$ cat src/hdl/dim_pkg.sv
// Package of the diagnostic I/O monitor: register map, field positions,
// reset values, screen and sequence states, and display carrier.
// Assumes a 32-bit AXI4-Lite register bus and one 50 MHz clock.
package dim_pkg;

  // ==========================================================
  // Register byte offsets
  localparam logic [7:0] REG_CTRL = 8'h00;
  localparam logic [7:0] REG_FORCE = 8'h04;
  localparam logic [7:0] REG_IOASN = 8'h08;
  localparam logic [7:0] REG_OFFSET = 8'h0c;
  localparam logic [7:0] REG_STATUS = 8'h10;
  localparam logic [7:0] REG_IOSTATE = 8'h14;

  // ==========================================================
  // Field positions and widths
  localparam int CTRL_FORCE_BIT = 0;
  localparam int CTRL_POS_BIT = 1;
  localparam int CTRL_INERTIA_BIT = 2;
  localparam int IOASN_SON_LSB = 0;
  localparam int IOASN_RDY_LSB = 4;
  localparam int IOST_DO_LSB = 16;
  localparam int STAT_SCR_LSB = 5;
  localparam int DI_N = 12;
  localparam int DO_N = 7;
  localparam int TOP_N = 10;
  localparam int BOT_N = 9;

  // ==========================================================
  // Reset values
  localparam logic [3:0] SON_LINE_RST = 4'h0;
  localparam logic [2:0] RDY_LINE_RST = 3'h0;
  localparam logic [DO_N-1:0] FORCE_VAL_RST = 7'h00;

  // ==========================================================
  // AXI responses
  localparam logic [1:0] RESP_OKAY = 2'h0;
  localparam logic [1:0] RESP_SLVERR = 2'h2;

  // ==========================================================
  // States
  typedef enum logic [2:0] {
    SCR_INIT,
    SCR_STATUS,
    SCR_IO,
    SCR_FORCE,
    SCR_JOG,
    SCR_OFFSET
  } dim_screen_t;

  typedef enum logic [1:0] {
    OFS_IDLE,
    OFS_EDIT,
    OFS_RUN
  } dim_ofs_t;

  // Seven-segment line picture: top row inputs one to ten, bottom row inputs eleven and twelve, then outputs.
  typedef struct packed {
    logic [TOP_N-1:0] top;
    logic [BOT_N-1:0] bot;
  } dim_disp_t;

endpackage : dim_pkg

$ cat src/hdl/dim_offset_avg.sv
// Offset averager: sums a power-of-two number of signed samples and
// returns their mean. Assumes samples arrive with a valid strobe.
module dim_offset_avg #(
  parameter int W = 16,
  parameter int LOG2N = 4
) (
  input wire logic mclk_i, // clock
  input wire logic rst_i, // asynchronous reset, active high
  input wire logic start_i, // begin a measurement
  input wire logic valid_i, // sample strobe
  input wire logic signed [W-1:0] sample_i, // sample
  output logic busy_o, // measuring
  output logic done_o, // result pulse
  output logic signed [W-1:0] avg_o // registered mean
);

  logic signed [W+LOG2N-1:0] sum_r;
  logic [LOG2N:0] cnt_r;
  logic signed [W+LOG2N-1:0] sum_nxt;

  assign sum_nxt = sum_r + (W+LOG2N)'(sample_i);

  // ==========================================================
  // Accumulation
  always_ff @(posedge mclk_i or posedge rst_i)
  begin
    if (rst_i)
    begin
      sum_r <= '0;
      cnt_r <= '0;
      busy_o <= 1'b0;
      done_o <= 1'b0;
      avg_o <= '0;
    end
    else
    begin
      done_o <= 1'b0;
      if (start_i && !busy_o)
      begin
        sum_r <= '0;
        cnt_r <= '0;
        busy_o <= 1'b1;
      end
      else if (busy_o && valid_i)
      begin
        sum_r <= sum_nxt;
        cnt_r <= cnt_r + 1'b1;
        if (cnt_r == (LOG2N+1)'((1 << LOG2N) - 1))
        begin
          busy_o <= 1'b0;
          done_o <= 1'b1;
          avg_o <= W'(sum_nxt >>> LOG2N);
        end
      end
    end
  end

endmodule : dim_offset_avg

$ cat src/hdl/dim_monitor.sv
// Diagnostic I/O monitor of a drive front panel: status indication,
// line display, forced outputs, offset zeroing and test-mode gating.
// Assumes synchronous key levels and an AXI4-Lite master on the bus.
//
// Implementation choices: the placing of the registers and the AXI4-Lite interface to the registers.

module dim_monitor #(
  parameter int ADC_W = 16,
  parameter int AVG_LOG2N = 4
) (
  input wire logic mclk_i, // 50 MHz clock
  input wire logic rst_i, // asynchronous reset, active high
  input wire logic [7:0] s_axi_awaddr, // write address
  input wire logic s_axi_awvalid, // write address valid
  output logic s_axi_awready, // write address ready
  input wire logic [31:0] s_axi_wdata, // write data
  input wire logic [3:0] s_axi_wstrb, // write strobes
  input wire logic s_axi_wvalid, // write data valid
  output logic s_axi_wready, // write data ready
  output logic [1:0] s_axi_bresp, // write response
  output logic s_axi_bvalid, // write response valid
  input wire logic s_axi_bready, // write response ready
  input wire logic [7:0] s_axi_araddr, // read address
  input wire logic s_axi_arvalid, // read address valid
  output logic s_axi_arready, // read address ready
  output logic [31:0] s_axi_rdata, // read data
  output logic [1:0] s_axi_rresp, // read response
  output logic s_axi_rvalid, // read data valid
  input wire logic s_axi_rready, // read data ready
  input wire logic init_done_i, // drive initialisation finished
  input wire logic alarm_i, // any alarm active
  input wire logic ext_cmd_i, // external command present
  input wire logic [dim_pkg::DI_N-1:0] di_i, // input lines one to twelve
  input wire logic [dim_pkg::DO_N-1:0] do_norm_i, // computed outputs, extra line on top
  input wire logic key_mode_i, // mode key held
  input wire logic key_set_i, // set key held
  input wire logic key_up_i, // up key held
  input wire logic key_down_i, // down key held
  input wire logic signed [ADC_W-1:0] adc_i, // analog command sample
  input wire logic adc_valid_i, // sample strobe
  output logic ready_ind_o, // ready indication
  output logic not_ready_ind_o, // not_ready_indication
  output dim_pkg::dim_disp_t disp_o, // segment picture
  output logic [dim_pkg::DO_N-1:0] do_o, // output line drive
  output dim_pkg::dim_screen_t screen_o, // current screen
  output logic jog_ccw_o, // JOG counter-clockwise run
  output logic jog_cw_o, // JOG clockwise run
  output logic pos_test_o, // positioning test running
  output logic inertia_o, // inertia estimation running
  output logic signed [ADC_W-1:0] cmd_o, // offset-corrected command
  output logic signed [ADC_W-1:0] analog_offset_parameter_o // stored offset
);

  // ==========================================================
  // Declarations
  function automatic logic line_bit(input logic [15:0] lines, input logic [3:0] idx);
    line_bit = lines[idx];
  endfunction : line_bit

  dim_pkg::dim_screen_t scr_r;
  dim_pkg::dim_ofs_t ofs_r;
  logic [3:0] key_q_r;
  logic [3:0] press;
  logic ctrl_force_r, ctrl_pos_r, ctrl_inert_r;
  logic [dim_pkg::DO_N-1:0] force_val_r;
  logic [2:0] force_sel_r;
  logic [3:0] son_line_r;
  logic [2:0] rdy_line_r;
  logic force_act_r, pos_act_r, inert_act_r;
  logic ofs_pick_r;
  logic test_ok, servo_on, ready;
  logic [dim_pkg::DO_N-1:0] do_base;
  logic aw_got_r, w_got_r;
  logic [7:0] awaddr_r;
  logic [31:0] wdata_r;
  logic wstb_r;
  logic wr_en;
  logic avg_start, avg_busy, avg_done;
  logic signed [ADC_W-1:0] avg_val;

  assign press = {key_mode_i, key_set_i, key_up_i, key_down_i} & ~key_q_r;
  assign test_ok = !ext_cmd_i && !alarm_i;
  assign servo_on = line_bit(16'(di_i), son_line_r);
  assign ready = init_done_i && !alarm_i && servo_on;

  always_comb
  begin
    do_base = do_norm_i;
    do_base[rdy_line_r] = ready;
  end

  // ==========================================================
  // AXI4-Lite slave
  assign s_axi_awready = !aw_got_r;
  assign s_axi_wready = !w_got_r;
  assign s_axi_arready = !s_axi_rvalid;
  assign wr_en = aw_got_r && w_got_r && !s_axi_bvalid;

  always_ff @(posedge mclk_i or posedge rst_i)
  begin
    if (rst_i)
    begin
      aw_got_r <= 1'b0;
      w_got_r <= 1'b0;
      awaddr_r <= '0;
      wdata_r <= '0;
      wstb_r <= 1'b0;
      s_axi_bvalid <= 1'b0;
      s_axi_bresp <= dim_pkg::RESP_OKAY;
    end
    else
    begin
      if (s_axi_awvalid && s_axi_awready)
      begin
        aw_got_r <= 1'b1;
        awaddr_r <= s_axi_awaddr;
      end
      if (s_axi_wvalid && s_axi_wready)
      begin
        w_got_r <= 1'b1;
        wdata_r <= s_axi_wdata;
        wstb_r <= s_axi_wstrb[0];
      end
      if (wr_en)
      begin
        s_axi_bvalid <= 1'b1;
        s_axi_bresp <= (awaddr_r <= dim_pkg::REG_OFFSET && awaddr_r[1:0] == 2'h0) ?
                       dim_pkg::RESP_OKAY : dim_pkg::RESP_SLVERR;
      end
      else if (s_axi_bvalid && s_axi_bready)
      begin
        s_axi_bvalid <= 1'b0;
        aw_got_r <= 1'b0;
        w_got_r <= 1'b0;
      end
    end
  end

  always_ff @(posedge mclk_i or posedge rst_i)
  begin
    if (rst_i)
    begin
      s_axi_rvalid <= 1'b0;
      s_axi_rdata <= '0;
      s_axi_rresp <= dim_pkg::RESP_OKAY;
    end
    else if (s_axi_arvalid && s_axi_arready)
    begin
      s_axi_rvalid <= 1'b1;
      s_axi_rresp <= dim_pkg::RESP_OKAY;
      s_axi_rdata <= '0;
      unique case (s_axi_araddr)
        dim_pkg::REG_CTRL: s_axi_rdata <= 32'({ctrl_inert_r, ctrl_pos_r, ctrl_force_r});
        dim_pkg::REG_FORCE: s_axi_rdata <= 32'(force_val_r);
        dim_pkg::REG_IOASN: s_axi_rdata <= 32'({1'b0, rdy_line_r, son_line_r});
        dim_pkg::REG_OFFSET: s_axi_rdata <= 32'($unsigned(analog_offset_parameter_o));
        dim_pkg::REG_STATUS: s_axi_rdata <= 32'({scr_r, avg_busy, inert_act_r, pos_act_r,
                                                  force_act_r, ready_ind_o});
        dim_pkg::REG_IOSTATE: s_axi_rdata <= (32'(do_o) << dim_pkg::IOST_DO_LSB) | 32'(di_i);
        default: s_axi_rresp <= dim_pkg::RESP_SLVERR;
      endcase
    end
    else if (s_axi_rvalid && s_axi_rready)
    begin
      s_axi_rvalid <= 1'b0;
    end
  end

  // ==========================================================
  // Control registers written by software and panel keys
  always_ff @(posedge mclk_i or posedge rst_i)
  begin
    if (rst_i)
    begin
      ctrl_force_r <= 1'b0;
      ctrl_pos_r <= 1'b0;
      ctrl_inert_r <= 1'b0;
      force_val_r <= dim_pkg::FORCE_VAL_RST;
      force_sel_r <= '0;
      son_line_r <= dim_pkg::SON_LINE_RST;
      rdy_line_r <= dim_pkg::RDY_LINE_RST;
      key_q_r <= '0;
    end
    else
    begin
      key_q_r <= {key_mode_i, key_set_i, key_up_i, key_down_i};
      if (wr_en && awaddr_r == dim_pkg::REG_CTRL && wstb_r)
      begin
        ctrl_force_r <= wdata_r[dim_pkg::CTRL_FORCE_BIT];
        ctrl_pos_r <= wdata_r[dim_pkg::CTRL_POS_BIT];
        ctrl_inert_r <= wdata_r[dim_pkg::CTRL_INERTIA_BIT];
      end
      else if (scr_r == dim_pkg::SCR_FORCE && press[2])
      begin
        ctrl_force_r <= !ctrl_force_r;
      end
      if (wr_en && awaddr_r == dim_pkg::REG_FORCE && wstb_r)
      begin
        force_val_r <= wdata_r[dim_pkg::DO_N-1:0];
      end
      else if (scr_r == dim_pkg::SCR_FORCE && force_act_r && press[0])
      begin
        force_val_r[force_sel_r] <= !force_val_r[force_sel_r];
      end
      if (scr_r == dim_pkg::SCR_FORCE && press[1])
      begin
        force_sel_r <= (force_sel_r == 3'(dim_pkg::DO_N - 1)) ? 3'h0 : force_sel_r + 3'h1;
      end
      if (wr_en && awaddr_r == dim_pkg::REG_IOASN && wstb_r)
      begin
        son_line_r <= wdata_r[dim_pkg::IOASN_SON_LSB +: 4];
        rdy_line_r <= wdata_r[dim_pkg::IOASN_RDY_LSB +: 3];
      end
    end
  end

  // ==========================================================
  // Screen selection
  always_ff @(posedge mclk_i or posedge rst_i)
  begin
    if (rst_i)
    begin
      scr_r <= dim_pkg::SCR_INIT;
    end
    else if (press[3])
    begin
      unique case (scr_r)
        dim_pkg::SCR_INIT: scr_r <= dim_pkg::SCR_STATUS;
        dim_pkg::SCR_STATUS: scr_r <= dim_pkg::SCR_IO;
        dim_pkg::SCR_IO: scr_r <= dim_pkg::SCR_FORCE;
        dim_pkg::SCR_FORCE: scr_r <= dim_pkg::SCR_JOG;
        dim_pkg::SCR_JOG: scr_r <= dim_pkg::SCR_OFFSET;
        dim_pkg::SCR_OFFSET: scr_r <= dim_pkg::SCR_STATUS;
        default: scr_r <= dim_pkg::SCR_STATUS;
      endcase
    end
  end

  assign screen_o = scr_r;

  // ==========================================================
  // Test modes: forced outputs and host-link tests
  always_ff @(posedge mclk_i or posedge rst_i)
  begin
    if (rst_i)
    begin
      force_act_r <= 1'b0;
      pos_act_r <= 1'b0;
      inert_act_r <= 1'b0;
    end
    else
    begin
      force_act_r <= ctrl_force_r && (force_act_r || test_ok);
      pos_act_r <= ctrl_pos_r && (pos_act_r ? !alarm_i : test_ok);
      inert_act_r <= ctrl_inert_r && (inert_act_r ? !alarm_i : test_ok);
    end
  end

  // ==========================================================
  // Registered outputs: indication, display, lines, JOG
  always_ff @(posedge mclk_i or posedge rst_i)
  begin
    if (rst_i)
    begin
      ready_ind_o <= 1'b0;
      not_ready_ind_o <= 1'b1;
      disp_o <= '0;
      do_o <= '0;
      jog_ccw_o <= 1'b0;
      jog_cw_o <= 1'b0;
    end
    else
    begin
      ready_ind_o <= ready;
      not_ready_ind_o <= !ready;
      do_o <= force_act_r ? force_val_r : do_base;
      disp_o.top <= di_i[dim_pkg::TOP_N-1:0];
      disp_o.bot <= {di_i[dim_pkg::DI_N-1:dim_pkg::TOP_N], do_o};
      jog_ccw_o <= scr_r == dim_pkg::SCR_JOG && test_ok && key_up_i;
      jog_cw_o <= scr_r == dim_pkg::SCR_JOG && test_ok && key_down_i && !key_up_i;
    end
  end

  assign pos_test_o = pos_act_r;
  assign inertia_o = inert_act_r;

  // ==========================================================
  // Automatic offset sequence
  assign avg_start = ofs_r == dim_pkg::OFS_EDIT && press[2] && ofs_pick_r;

  always_ff @(posedge mclk_i or posedge rst_i)
  begin
    if (rst_i)
    begin
      ofs_r <= dim_pkg::OFS_IDLE;
      ofs_pick_r <= 1'b0;
    end
    else
    begin
      unique case (ofs_r)
        dim_pkg::OFS_IDLE:
          if (scr_r == dim_pkg::SCR_OFFSET && press[2])
          begin
            ofs_r <= dim_pkg::OFS_EDIT;
            ofs_pick_r <= 1'b0;
          end
        dim_pkg::OFS_EDIT:
          if (scr_r != dim_pkg::SCR_OFFSET)
          begin
            ofs_r <= dim_pkg::OFS_IDLE;
          end
          else if (press[2])
          begin
            ofs_r <= ofs_pick_r ? dim_pkg::OFS_RUN : dim_pkg::OFS_IDLE;
          end
          else if (press[1] || press[0])
          begin
            ofs_pick_r <= !ofs_pick_r;
          end
        dim_pkg::OFS_RUN:
          if (avg_done)
          begin
            ofs_r <= dim_pkg::OFS_IDLE;
          end
        default: ofs_r <= dim_pkg::OFS_IDLE;
      endcase
    end
  end

  dim_offset_avg #(
    .W(ADC_W),
    .LOG2N(AVG_LOG2N)
  ) u_avg (
    .mclk_i(mclk_i),
    .rst_i(rst_i),
    .start_i(avg_start),
    .valid_i(adc_valid_i),
    .sample_i(adc_i),
    .busy_o(avg_busy),
    .done_o(avg_done),
    .avg_o(avg_val)
  );

  // The measured result wins over a software write in the same cycle.
  always_ff @(posedge mclk_i or posedge rst_i)
  begin
    if (rst_i)
    begin
      analog_offset_parameter_o <= '0;
      cmd_o <= '0;
    end
    else
    begin
      if (avg_done)
      begin
        analog_offset_parameter_o <= avg_val;
      end
      else if (wr_en && awaddr_r == dim_pkg::REG_OFFSET && wstb_r)
      begin
        analog_offset_parameter_o <= wdata_r[ADC_W-1:0];
      end
      cmd_o <= adc_i - analog_offset_parameter_o;
    end
  end

  // ==========================================================
  // Checks
  chk_not_ready_ind: assert property (@(posedge mclk_i) disable iff (rst_i)
    (alarm_i || !init_done_i || !servo_on) |=> (not_ready_ind_o && !ready_ind_o))
    else $error("not ready indication missing");
  chk_ready_ind: assert property (@(posedge mclk_i) disable iff (rst_i)
    ready |=> ready_ind_o)
    else $error("ready indication missing");
  chk_top_row: assert property (@(posedge mclk_i) disable iff (rst_i)
    1'b1 |=> disp_o.top == $past(di_i[dim_pkg::TOP_N-1:0]))
    else $error("top row does not follow inputs");
  chk_bottom_inputs: assert property (@(posedge mclk_i) disable iff (rst_i)
    1'b1 |=> disp_o.bot[dim_pkg::BOT_N-1 -: 2] == $past(di_i[dim_pkg::DI_N-1 -: 2]))
    else $error("bottom row lacks inputs eleven and twelve");
  chk_force_gate: assert property (@(posedge mclk_i) disable iff (rst_i)
    (!force_act_r && !test_ok) |=> !force_act_r)
    else $error("forced mode entered under command or alarm");
  chk_force_drive: assert property (@(posedge mclk_i) disable iff (rst_i)
    force_act_r |=> do_o == $past(force_val_r))
    else $error("forced value not driven");
  chk_force_exit: assert property (@(posedge mclk_i) disable iff (rst_i)
    $fell(force_act_r) |=> do_o == $past(do_base))
    else $error("outputs not restored after forcing");
  chk_offset_store: assert property (@(posedge mclk_i) disable iff (rst_i)
    avg_done |=> analog_offset_parameter_o == $past(avg_val))
    else $error("measured offset not stored");
  chk_jog_gate: assert property (@(posedge mclk_i) disable iff (rst_i)
    !test_ok |=> !jog_ccw_o && !jog_cw_o)
    else $error("JOG ran under command or alarm");
  chk_host_gate: assert property (@(posedge mclk_i) disable iff (rst_i)
    (!pos_act_r && !test_ok) |=> !pos_test_o)
    else $error("positioning started under command or alarm");
  chk_mode_key: assert property (@(posedge mclk_i) disable iff (rst_i)
    (scr_r == dim_pkg::SCR_INIT && press[3]) |=> scr_r == dim_pkg::SCR_STATUS)
    else $error("mode key did not open diagnostics");

endmodule : dim_monitor

$ cat config.mk
export PLATFORM = sky130hd
export DESIGN_NAME = dim_monitor
export DESIGN_NICKNAME = d
export VERILOG_FILES = /design/src/hdl/dim_pkg.sv /design/src/hdl/dim_offset_avg.sv /design/src/hdl/dim_monitor.sv
export SDC_FILE = /design/constraint.sdc
export NUM_CORES = 1
export LEC_CHECK = 0
export ABC_AREA = 0
export BUFFER_PORTS_ARGS = -buffer_cell sky130_fd_sc_hd__buf_4
export CAP_MARGIN = 20
export CORE_MARGIN = 2
export CORE_UTILIZATION = 25
export DETAILED_ROUTE_END_ITERATION = 10
export PLACE_DENSITY_LB_ADDON = 0.05
export SETUP_SLACK_MARGIN = 0.05
export SLEW_MARGIN = 20
export SYNTH_ARGS = -nofsm -noshare
export SYNTH_HDL_FRONTEND = slang
export SYNTH_SLANG_ARGS = --single-unit
$ cat constraint.sdc
create_clock -name mclk_i -period 6 [get_ports mclk_i]
set_input_delay 0.9 -clock mclk_i [delete_from_list [all_inputs] [get_ports mclk_i]]
set_output_delay 0.9 -clock mclk_i [all_outputs]
set_load 0.05 [all_outputs]
==> impl_metrics.yaml <==
timing:
  max_freq_mhz: 337.8
  skew_ns: 0.01299
  slew_violations: 0
  setup_violations: 0
  fin_crit_sh: 0.4934
  worst_pin_slew_ns: 0.9592
  tns_ns: 0
  rsz0062_at_grt: "false"
  final.min_clock_period_ns: 2.960
  slew_headroom: 0.3576
  hold_viol: 0
synthesis:
  synth.distinct_cells: 74
  synth_seq_cells: 192
  syn_avg_cell_area_um2: 10.63
  netlist_instances: 896
  synth-edff-count: 0
  yosysWarnings: 0
  yosysSeqAreaShare: 0.5045
  synthArstFlopShare: 1.000
  syn_area_mm2: 0.009527
  synthFlopType: "dfrtp_1"
setup_path:
  r2r-start: "key_q_r[2]$_DFF_PP0_"
  crit_path_max_fanout: 15
  slowest_delay_ns: 0.66
  slowest_stage: "and2_1"
  cp.arrival_ns: 3.29
  critPathKind: "input port to flop"
  r2r_end: "u_avg.sum_r[19]$_DFFE_PP0P_"
  reg2reg_slack_ns: 3.23
  crit_path_start: "key_set_i"
  worstPathRequired_ns: 6.33
  crit_path_end_kind: "flop"
  worst_setup_path_start_kind: "input port"
  reg2reg_depth: 5
  endpoint: "u_avg.sum_r[19]$_DFFE_PP0P_"
  path_cells: "buf_4, nor2b_1, and3b_1, nand3b_1, and2_1, a221o_1"
placed_design:
  place_area_mm2: 0.01140
  portBuffers: 179
  gp_congestion: 0.7805
  hpwlAfterDp_um: 21830
  dp.cells: 1554
cells_and_area:
  fin_nets: 1202
  syn_to_final_growth_pct: 25.93
  layout-drive-gt1-share: 0.2605
  instances_no_fill: 1587
  fin_area_mm2: 0.01200
  utilization: 0.3192
cts:
  cts_setup_buffers: 0
  htreeDepth: 4
  ctsResizeCount: 0
  clkTransAtPathRegs_ns: 0.07
  root_buffer: "clkbuf_16"
  hold_buffers: 0
  clockBufferDepth: 2
  clk_latency_ns: 0.45
  cts.sinks: 192
  cts_buffers: 17
  cts_tree: "built"
run:
  cap_violations: 0
power_and_ir_drop:
  peakVddDrop_uv: 221.8
  power_uw: 4943
  pwr-share-comb: 0.371
  pwr-share-seq: 0.388
  p_leak_uw: 0.005468
  p_per_area_mw_per_mm2: 412.0
  p_switching_uw: 2057
  clockPowerShare: 0.241
  swShare: 0.4162
  internal-power_uw: 2885
drt:
  ant_nets: 0
  drt_iter0_drc: 287
  wirelength_um: 29130
  wl_per_cell_um: 18.36
  vias: 7058
  dr.pass1.iters: 4
  remaining_drc_errors: 0
  vias_per_cell: 4.447
global_route:
  grt_pass1_wl_um: 44470
  grt_overflow: 0
  first_global_vias: 7181
  track_usage: 0.1502
  antenna_found_initial: 2
  grt_max_degree: 122
floorplanning:
  row_count: 71
  fp.coreArea_mm2: 0.03758
  die_w_um: 199.2
  die_h_um: 199.2
  die_area_mm2: 0.03968
  boundaryPins: 210
  start_util: 0.2535
run_status:
  status: "finished, final reports clean"
worst_hold_path:
  worst_hold_path_type: "input port to asynchronous set/reset pin"
cell type report:
type / instances / area, um2
Sequential cell: 192 / 4807
Clock inverter: 15 / 168.9
Clock buffer: 17 / 425.4
Antenna cell: 1 / 2.502
Multi-Input combinational cell: 618 / 4364
Tap cell: 511 / 639.4
Timing Repair Buffer: 186 / 1409
Inverter: 47 / 180.2
Fill cell: 3929 / 25580
cells in the mapped netlist (14+ instances only):
master / count / area share
a21oi_1: 36 / 0.019
a22o_1: 20 / 0.018
clkbuf_1: 34 / 0.013
dfrtp_1: 191 / 0.50
ha_1: 36 / 0.047
inv_1: 47 / 0.019
mux2_2: 34 / 0.040
mux2i_1: 30 / 0.032
nand2_1: 90 / 0.035
nand3_1: 25 / 0.013
nor2_1: 46 / 0.018
nor2b_1: 14 / 0.0092
o21ai_0: 56 / 0.029
o21ai_1: 34 / 0.018
xnor2_1: 15 / 0.014
xor2_1: 17 / 0.016
power by group through the flow:
stage               Sequential (uW)  Clock (uW)  Combinational [uW]
floorplan                      2160           0                1040
global placement               1950           0                1850
detailed placement             1960           0                1860
CTS                            1930        1240                1870
global route                   1970        1280                2020
finish                         1920        1190                1840
stage by stage:
step	worst slack (ns)	hold slack (ns)
after CTS	2.980	0.3274
after floorplan	2.624	0.4496
after global routing	2.809	0.3326
after global placement	2.489	0.3996
after detailed placement	2.483	0.3995
final	3.040	0.3449
cells in the final DEF, fill, tap and decap left out, drive strengths merged, types with 8 or more instances in the layout:
| master | instances |
|---|---|
| o31ai | 9 |
| mux2i | 30 |
| nand2b | 8 |
| o21ai | 91 |
| nand3 | 25 |
| nor3 | 11 |
| mux2 | 40 |
| nand2 | 90 |
| dfrtp | 191 |
| clkbuf | 17 |
| a21oi | 38 |
| o21a | 8 |
| nor2 | 47 |
| a22o | 20 |
| inv | 52 |
| ha | 36 |
| buf | 186 |
| and3 | 10 |
| nor2b | 14 |
| xor2 | 17 |
| conb | 11 |
| xnor2 | 15 |
kinds of logic after synthesis:
family	Yosys count	synth area share
other cells	1	0.0003936
flops	192	0.5045
simple gates	233	0.1166
compound gates	227	0.1600
mux	76	0.09299
buf+inv	96	0.04229
fa+ha+maj	38	0.05148
xor+xnor	33	0.03178
sequential cells by signal, summed over array words and instances (netlist names), 2 cells and up:
register                   cells
analog_offset_parameter_o     16
cmd_o                         16
s_axi_rdata                   23
u_avg.sum_r                   20
ofs_r                          2
u_avg.avg_o                   16
disp_o                        19
force_sel_r                    3
awaddr_r                       8
wdata_r                       16
son_line_r                     4
rdy_line_r                     3
u_avg.cnt_r                    5
key_q_r                        4
do_o                           7
force_val_r                    7
screen_o                       3
worst max-delay path, delay by kind of cell:
kind,cells,cell delay [ns]
AO/OA/AOI/OAI,1,0.42
buffers and inverters,1,0.08
AND/OR/NAND/NOR,4,1.87
how the worst min path moves through the flow:
| stage | startpoint | endpoint | depth (start not counted) |
|---|---|---|---|
| floorplan | u_avg.avg_o[0]$_DFFE_PP0P_ | u_avg.avg_o[0]$_DFFE_PP0P_ | 2 |
| global placement | do_o[4]$_DFF_PP0_ | disp_o[4]$_DFF_PP0_ | 0 |
| detailed placement | do_o[4]$_DFF_PP0_ | disp_o[4]$_DFF_PP0_ | 0 |
| CTS | rst_i | cmd_o[0]$_DFF_PP0_ | 2 |
| global route | rst_i | cmd_o[0]$_DFF_PP0_ | 2 |
| finish | rst_i | cmd_o[1]$_DFF_PP0_ | 2 |
layer usage:
metal | track usage | part of all wire | vias up
li1 | - | - | 3489
met1 | 0.2106 | 0.49 | 3410
met2 | 0.2311 | 0.45 | 135
met3 | 0.03595 | 0.052 | 22
met4 | 0.03952 | 0.012 | 2
met5 | 0 | 0.00024 | -
Note: power is estimated with default switching activity, not from simulation.
